[src/spar_consts.vh]
`ifndef SPAR_CONSTS_VH
`define SPAR_CONSTS_VH

// ============================================================
// Link widths
`define SPAR_ADDR_W        29
`define SPAR_DATA_W        64
`define SPAR_HREPLY_W      3
`define SPAR_SREPLY_W      2

// ============================================================
// Default reply encodings, agreed with the slave
`define SPAR_HREPLY_IDLE   3'h0
`define SPAR_HREPLY_WDATA  3'h1
`define SPAR_HREPLY_RDATA  3'h2
`define SPAR_SREPLY_IDLE   2'h0
`define SPAR_SREPLY_WDONE  2'h1
`define SPAR_SREPLY_RDRDY  2'h2

// ============================================================
// Slave clock divide ratio and divider tick phase
`define SPAR_CLK_DIV       3
`define SPAR_TICK_PHASE    1

// ============================================================
// Reset values
`define SPAR_ADDR_RST      29'h00000000
`define SPAR_DATA_RST      64'h0000000000000000

`endif

[src/spar_clk_div.v]
`include "spar_consts.vh"

// ============================================================
// Divide-by-N slave clock with one-cycle update tick
module spar_clk_div #(
    parameter DIV   = `SPAR_CLK_DIV,
    parameter PHASE = `SPAR_TICK_PHASE
) (
    input  wire clk,
    input  wire nrst,
    output wire tick,
    output wire clk_true,
    output wire clk_comp
);

    reg  [3:0] cnt_reg;
    reg  [3:0] cnt_next;
    reg        true_reg;
    reg        comp_reg;

    always @* begin
        if (cnt_reg == DIV[3:0] - 4'h1)
            cnt_next = 4'h0;
        else
            cnt_next = cnt_reg + 4'h1;
    end

    always @(posedge clk or negedge nrst) begin
        if (!nrst) begin
            cnt_reg  <= 4'h0;
            true_reg <= 1'b0;
            comp_reg <= 1'b1;
        end else begin
            cnt_reg  <= cnt_next;
            true_reg <= (cnt_next == 4'h0);
            comp_reg <= (cnt_next != 4'h0);
        end
    end

    // Tick falls while the slave clock is low
    assign tick     = (cnt_reg == PHASE[3:0]);
    assign clk_true = true_reg;
    assign clk_comp = comp_reg;

endmodule

[src/spar_host_port.v]
`include "spar_consts.vh"

// Overview of operation
// - Each request leaves as a two-cycle address packet on the 29-bit address bus.
// - Address-valid strobe is high only in the first packet cycle.
// - Between packets the address bus carries internal debug state.
// - Host reply code announces write data or orders slave to drive read data.
// - Differential slave clock runs at one third of the core clock.
// - Slave reset asserts asynchronously and releases monotonically.
module spar_host_port #(
    parameter [2:0] HREPLY_IDLE  = `SPAR_HREPLY_IDLE,
    parameter [2:0] HREPLY_WDATA = `SPAR_HREPLY_WDATA,
    parameter [2:0] HREPLY_RDATA = `SPAR_HREPLY_RDATA,
    parameter [1:0] SREPLY_WDONE = `SPAR_SREPLY_WDONE,
    parameter [1:0] SREPLY_RDRDY = `SPAR_SREPLY_RDRDY
) (
    input  wire        clk,
    input  wire        nrst,
    input  wire        req_valid,
    output wire        req_ready,
    input  wire        req_write,
    input  wire [28:0] req_addr_first,
    input  wire [28:0] req_addr_second,
    input  wire [63:0] req_wdata,
    output wire [63:0] rsp_rdata,
    output wire        rsp_valid,
    output wire        wr_done,
    output wire        busy,
    output wire [28:0] system_address_bus,
    output wire        address_valid_strobe,
    output wire [2:0]  host_reply,
    input  wire [1:0]  slave_reply,
    input  wire [63:0] shared_data_bus_in,
    output wire [63:0] shared_data_bus_out,
    output wire        shared_data_bus_oe_n,
    output wire        slave_clock_true,
    output wire        slave_clock_comp,
    output wire        slave_reset_n
);

    // ============================================================
    // States
    localparam [2:0] ST_IDLE  = 3'h0;
    localparam [2:0] ST_ADR1  = 3'h1;
    localparam [2:0] ST_ADR2  = 3'h2;
    localparam [2:0] ST_WDAT  = 3'h3;
    localparam [2:0] ST_WWAIT = 3'h4;
    localparam [2:0] ST_RWAIT = 3'h5;
    localparam [2:0] ST_RCMD  = 3'h6;
    localparam [2:0] ST_RCAP  = 3'h7;

    wire        tick;
    reg  [2:0]  state_reg;
    reg  [2:0]  state_next;
    reg  [28:0] adr_bus_reg;
    reg  [28:0] adr_bus_next;
    reg         strobe_reg;
    reg         strobe_next;
    reg  [2:0]  hreply_reg;
    reg  [2:0]  hreply_next;
    reg  [63:0] dout_reg;
    reg  [63:0] dout_next;
    reg         oe_n_reg;
    reg         oe_n_next;
    reg  [28:0] second_reg;
    reg  [28:0] second_next;
    reg         write_reg;
    reg         write_next;
    reg  [63:0] rdata_reg;
    reg  [63:0] rdata_next;
    reg         rsp_valid_reg;
    reg         rsp_valid_next;
    reg         wr_done_reg;
    reg         wr_done_next;
    reg  [15:0] txn_cnt_reg;
    reg  [15:0] txn_cnt_next;
    reg  [1:0]  sreply_meta_reg;
    reg  [1:0]  sreply_sync_reg;
    reg  [63:0] din_meta_reg;
    reg  [63:0] din_sync_reg;
    reg         rst_meta_reg;
    reg         rst_sync_reg;
    wire        take;

    // ============================================================
    // Debug word shown on the idle address bus
    function [28:0] debug_word;
        input [2:0]  st;
        input        wr;
        input [15:0] cnt;
        begin
            debug_word = {9'h000, wr, st, cnt};
        end
    endfunction

    // ============================================================
    // Slave clock generation
    spar_clk_div #(
        .DIV   (`SPAR_CLK_DIV),
        .PHASE (`SPAR_TICK_PHASE)
    ) u_clk_div (
        .clk      (clk),
        .nrst     (nrst),
        .tick     (tick),
        .clk_true (slave_clock_true),
        .clk_comp (slave_clock_comp)
    );

    // ============================================================
    // Slave reset release
    always @(posedge clk or negedge nrst) begin
        if (!nrst) begin
            rst_meta_reg <= 1'b0;
            rst_sync_reg <= 1'b0;
        end else begin
            rst_meta_reg <= 1'b1;
            rst_sync_reg <= rst_meta_reg;
        end
    end

    // ============================================================
    // Pin input synchronisers
    always @(posedge clk or negedge nrst) begin
        if (!nrst) begin
            sreply_meta_reg <= 2'h0;
            sreply_sync_reg <= 2'h0;
            din_meta_reg    <= `SPAR_DATA_RST;
            din_sync_reg    <= `SPAR_DATA_RST;
        end else begin
            sreply_meta_reg <= slave_reply;
            sreply_sync_reg <= sreply_meta_reg;
            din_meta_reg    <= shared_data_bus_in;
            din_sync_reg    <= din_meta_reg;
        end
    end

    assign take = req_valid && req_ready;

    // ============================================================
    // Transfer sequencer, advancing once per slave clock
    always @* begin
        state_next     = state_reg;
        adr_bus_next   = adr_bus_reg;
        strobe_next    = strobe_reg;
        hreply_next    = hreply_reg;
        dout_next      = dout_reg;
        oe_n_next      = oe_n_reg;
        second_next    = second_reg;
        write_next     = write_reg;
        rdata_next     = rdata_reg;
        txn_cnt_next   = txn_cnt_reg;
        rsp_valid_next = 1'b0;
        wr_done_next   = 1'b0;
        if (tick) begin
            case (state_reg)
                ST_IDLE: begin
                    adr_bus_next = debug_word(state_reg, write_reg, txn_cnt_reg);
                    if (take) begin
                        state_next   = ST_ADR1;
                        adr_bus_next = req_addr_first;
                        strobe_next  = 1'b1;
                        second_next  = req_addr_second;
                        write_next   = req_write;
                        dout_next    = req_wdata;
                    end
                end
                ST_ADR1: begin
                    state_next   = ST_ADR2;
                    adr_bus_next = second_reg;
                    strobe_next  = 1'b0;
                end
                ST_ADR2: begin
                    adr_bus_next = debug_word(state_reg, write_reg, txn_cnt_reg);
                    if (write_reg) begin
                        state_next  = ST_WDAT;
                        hreply_next = HREPLY_WDATA;
                        oe_n_next   = 1'b0;
                    end else begin
                        state_next  = ST_RWAIT;
                    end
                end
                ST_WDAT: begin
                    state_next  = ST_WWAIT;
                    hreply_next = HREPLY_IDLE;
                    oe_n_next   = 1'b1;
                end
                ST_WWAIT: begin
                    adr_bus_next = debug_word(state_reg, write_reg, txn_cnt_reg);
                    if (sreply_sync_reg == SREPLY_WDONE) begin
                        state_next   = ST_IDLE;
                        wr_done_next = 1'b1;
                        txn_cnt_next = txn_cnt_reg + 16'h0001;
                    end
                end
                ST_RWAIT: begin
                    adr_bus_next = debug_word(state_reg, write_reg, txn_cnt_reg);
                    if (sreply_sync_reg == SREPLY_RDRDY) begin
                        state_next  = ST_RCMD;
                        hreply_next = HREPLY_RDATA;
                    end
                end
                ST_RCMD: begin
                    state_next  = ST_RCAP;
                    hreply_next = HREPLY_IDLE;
                end
                ST_RCAP: begin
                    state_next     = ST_IDLE;
                    rdata_next     = din_sync_reg;
                    rsp_valid_next = 1'b1;
                    txn_cnt_next   = txn_cnt_reg + 16'h0001;
                end
                default: begin
                    state_next  = ST_IDLE;
                    strobe_next = 1'b0;
                    hreply_next = HREPLY_IDLE;
                    oe_n_next   = 1'b1;
                end
            endcase
        end
    end

    always @(posedge clk or negedge nrst) begin
        if (!nrst) begin
            state_reg     <= ST_IDLE;
            adr_bus_reg   <= `SPAR_ADDR_RST;
            strobe_reg    <= 1'b0;
            hreply_reg    <= HREPLY_IDLE;
            dout_reg      <= `SPAR_DATA_RST;
            oe_n_reg      <= 1'b1;
            second_reg    <= `SPAR_ADDR_RST;
            write_reg     <= 1'b0;
            rdata_reg     <= `SPAR_DATA_RST;
            rsp_valid_reg <= 1'b0;
            wr_done_reg   <= 1'b0;
            txn_cnt_reg   <= 16'h0000;
        end else begin
            state_reg     <= state_next;
            adr_bus_reg   <= adr_bus_next;
            strobe_reg    <= strobe_next;
            hreply_reg    <= hreply_next;
            dout_reg      <= dout_next;
            oe_n_reg      <= oe_n_next;
            second_reg    <= second_next;
            write_reg     <= write_next;
            rdata_reg     <= rdata_next;
            rsp_valid_reg <= rsp_valid_next;
            wr_done_reg   <= wr_done_next;
            txn_cnt_reg   <= txn_cnt_next;
        end
    end

    // ============================================================
    // Outputs
    assign req_ready            = (state_reg == ST_IDLE) && tick;
    assign busy                 = (state_reg != ST_IDLE);
    assign rsp_rdata            = rdata_reg;
    assign rsp_valid            = rsp_valid_reg;
    assign wr_done              = wr_done_reg;
    assign system_address_bus   = adr_bus_reg;
    assign address_valid_strobe = strobe_reg;
    assign host_reply           = hreply_reg;
    assign shared_data_bus_out  = dout_reg;
    assign shared_data_bus_oe_n = oe_n_reg;
    assign slave_reset_n        = rst_sync_reg;

endmodule

[config.mk]
export PLATFORM = sky130hd
export DESIGN_NAME = spar_host_port
export DESIGN_NICKNAME = d
export VERILOG_FILES = /design/src/spar_clk_div.v /design/src/spar_host_port.v
export VERILOG_INCLUDE_DIRS = /design/src
export SDC_FILE = /design/constraint.sdc
export NUM_CORES = 1
export LEC_CHECK = 0
export BUFFER_PORTS_ARGS = -buffer_cell sky130_fd_sc_hd__buf_2
export CAP_MARGIN = 20
export CORE_UTILIZATION = 55
export CTS_BUF_LIST = sky130_fd_sc_hd__clkbuf_4 sky130_fd_sc_hd__clkbuf_8 sky130_fd_sc_hd__clkbuf_16
export DETAILED_ROUTE_END_ITERATION = 12
export HOLD_SLACK_MARGIN = 0.06
export PLACE_DENSITY = 0.84
export RECOVER_POWER = 25
export SKIP_CTS_REPAIR_TIMING = 1
export SLEW_MARGIN = 20
export SYNTH_ARGS = -nofsm -noshare
export SYNTH_HDL_FRONTEND = slang
export SYNTH_SLANG_ARGS = --single-unit
[constraint.sdc]
create_clock -name clk -period 4.7 [get_ports clk]
set_clock_uncertainty 0.15 [all_clocks]
set_input_delay 1.175 -clock clk [delete_from_list [all_inputs] [get_ports clk]]
set_output_delay 1.175 -clock clk [all_outputs]
set_load 0.05 [all_outputs]
==> flow_metrics.env <==
export IMPL_status="finished, violations left"
export IMPL_violations="max-capacitance violations, max-slew violations"
export IMPL_synth_compound_area_share_pct=7.18
export IMPL_cpMaxStageDelayCell="or4b_1"
export IMPL_synth_area_mux_share_pct=1.11
export IMPL_clock_sinks=352
export IMPL_startpoint_type="flop"
export IMPL_timing_rr_end="rsp_rdata[17]"
export IMPL_fin_tns_setup_ns=0
export IMPL_synth_cells=1165
export IMPL_async_flop_share_pct=100
export IMPL_grt_max_degree=107
export IMPL_hold_ws_ns=0.189
export IMPL_drive_gt1_share_pct=29.3
export IMPL_grt_usage_pct=27.1
export IMPL_yosys_warnings=0
export IMPL_clkTransAtPathRegs_ns=0.06
export IMPL_max_slew_margin_pct=-72.4
export IMPL_r2r_slack_ns=1.45
export IMPL_min_period_ns=3.68
export IMPL_syn_area_um2=12700
export IMPL_hold_violations=0
export IMPL_hold_path_startpoint="din_meta_reg[35]"
export IMPL_wirelength_mm=31.9
export IMPL_gp_congestion=0.842
export IMPL_cts_tree="built"
export IMPL_power_total_mw=9.81
export IMPL_routed_via_count=9701
export IMPL_yosysTopAreaCellShare_pct=69.0
export IMPL_fin_crit_sh_pct=78.3
export IMPL_yosysTopAreaCell="dfrtp_1"
export IMPL_synth_edff_count=0
export IMPL_h_tree_depth=2
export IMPL_reg2reg_depth=6
export IMPL_fin_util_pct=70.2
export IMPL_syn_avg_cell_area_um2=10.9
export IMPL_arrival_ns=2.35
export IMPL_setup_viol=0
export IMPL_cts_buffers=35
export IMPL_cp_cell_sequence="or4b_1, nor2_1, buf_2"
export IMPL_critPathKind="reg2out"
export IMPL_synth_top_family_by_area="simple AND/OR/NAND/NOR gates"
export IMPL_fin_nets=1702
export IMPL_synthXorXnorAreaFrac_pct=1.24
export IMPL_startpoint="u_clk_div.cnt_reg[2]"
export IMPL_grt_pass1_vias=9662
export IMPL_clk_insertion_delay_late_ns=0.50
export IMPL_reg2reg_from="u_clk_div.cnt_reg[2]"
export IMPL_rows=55
export IMPL_area_growth_syn_to_layout_pct=25.1
export IMPL_cts_buffer_depth=3
export IMPL_viasPerCell=5.32
export IMPL_slew_violations=105
export IMPL_multi_input_area_um2=3490
export IMPL_cpPeakStageDelay_ns=0.90
export IMPL_io_buffer_count=359
export IMPL_core_area_um2=22600
export IMPL_drc=0
export IMPL_min_to="din_sync_reg[35]"
export IMPL_design_area_um2=15900
export IMPL_yosys_area_share_simple_pct=17.6
export IMPL_worstMarginPinSlew_ns=2.59
export IMPL_powerDensity_nw_per_um2=617
export IMPL_p_leak_nw=8.62
export IMPL_synth_most_common_cell="nand2_1"
export IMPL_path_max_fanout=16
export IMPL_fillCellCount=1585
export IMPL_postSynthRegisterBits=352
export IMPL_postRouteAntennaNets=0
export IMPL_placed_area_um2=14600
export IMPL_dr_first_iter_drc_count=640
export IMPL_antenna_found_initial=10
export IMPL_dp_hpwl_mm=21.1
export IMPL_cts_root_buf="clkbuf_16"
export IMPL_synthFlopType="dfrtp_1"
export IMPL_synthesis_nets=1358
export IMPL_synth_cell_types=54
export IMPL_drt_first_pass_iters=7
export IMPL_overflow=0
export IMPL_critPathCaptureType="output port"
export IMPL_avgRoutedWirePerCell_um=17.5
export IMPL_maxCapViolations=1
export IMPL_cp_required_ns=3.38
export IMPL_hp_class="reg2reg"
export IMPL_ioPinCount=361
export IMPL_ys_top_cells_by_area="dfrtp_1 69%, nand2_1 15%, a21oi_1 1.4%"
export IMPL_die_h_um=154
export IMPL_synth_fa_ha_area_share_pct=0.0985
export IMPL_die_area_um2=23700
export IMPL_seq_area_um2=8810
export IMPL_synth_commonest_cells="492 x nand2_1, 350 x dfrtp_1, 38 x clkbuf_1"
export IMPL_min_path_cells=0
export IMPL_grt_pass1_wl_mm=50.1
export IMPL_die_w_um=154
export IMPL_start_util_pct=56.1
export IMPL_ir_drop_uv=562
export IMPL_rsz0062_at_grt="no"
export IMPL_seq_area_frac_synth_pct=69.4
export IMPL_max_freq_mhz=272
power by group:
part	switching [mW]	total (mW)	internal, mW
clock network	1.13	2.92	1.79
logic	2.27	2.92	0.652
registers	0.375	3.98	3.60
area by class of cell:
class                   instances  share of cell area, %
flip-flops and latches        352                   55.4
multi-input cells             739                   22.0
repair buffers                373                   12.3
clock buffers                  51                   6.61
well taps                     285                   2.24
clock inverters                12                   1.17
inverters                       8                  0.189
diodes                          5                 0.0787
metrics by stage:
step	worst slack, ns	cells
floorplan	1.37	1165
global placement	1.28	1757
detailed placement	1.12	1757
CTS	1.00	1820
global route	0.830	1825
finish	1.02	1825
worst max-delay path, delay by kind of cell (launching register included):
kind                   cells  cell delay, ns
and+or+nand+nor            2            1.11
DFF                        1            0.47
buffers and inverters      1            0.28
worst max-delay path by stage:
stage,endpoint,cells past startpoint
2_1_floorplan,req_ready,5
4_1_cts,req_ready,3
6_report,req_ready,3
3_3_place_gp,shared_data_bus_out[61],6
3_5_place_dp,shared_data_bus_out[58],6
5_1_grt,shared_data_bus_out[40],2
kinds of logic after synthesis:
group / after synthesis
DFF: 352
adders and majority gates: 1
and+or+nand+nor: 565
other: 2
AOI/OAI and AO/OA: 139
buffers and inverters: 74
xor gates and xnor gates: 18
muxes: 14
metal layers:
metal / track usage, % / vias up / routed length [um]
li1: - / 4449 / -
met1: 32.8 / 4727 / 12100
met2: 46.9 / 441 / 16400
met3: 7.36 / 76 / 2660
met4: 9.19 / 8 / 799
met5: 0 / - / 55
layout by cell type, fill, tap and decap left out, drive strengths merged, types with 3 or more instances in the layout:
cell type	netlist	layout
a211oi	19	19
a21oi	37	37
a22oi	9	9
a31oi	4	4
buf	28	370
bufinv	0	4
clkbuf	38	54
clkinv	0	6
dfrtp	350	350
diode	0	5
inv	8	9
mux2i	13	13
nand2	492	492
nand3	10	10
nand4	7	7
nor2	34	34
nor3	4	4
o21a	14	14
o21ai	26	26
o22ai	15	15
or3	3	3
or4b	3	3
xnor2	16	16
Note: power is estimated with default switching activity, not from simulation.
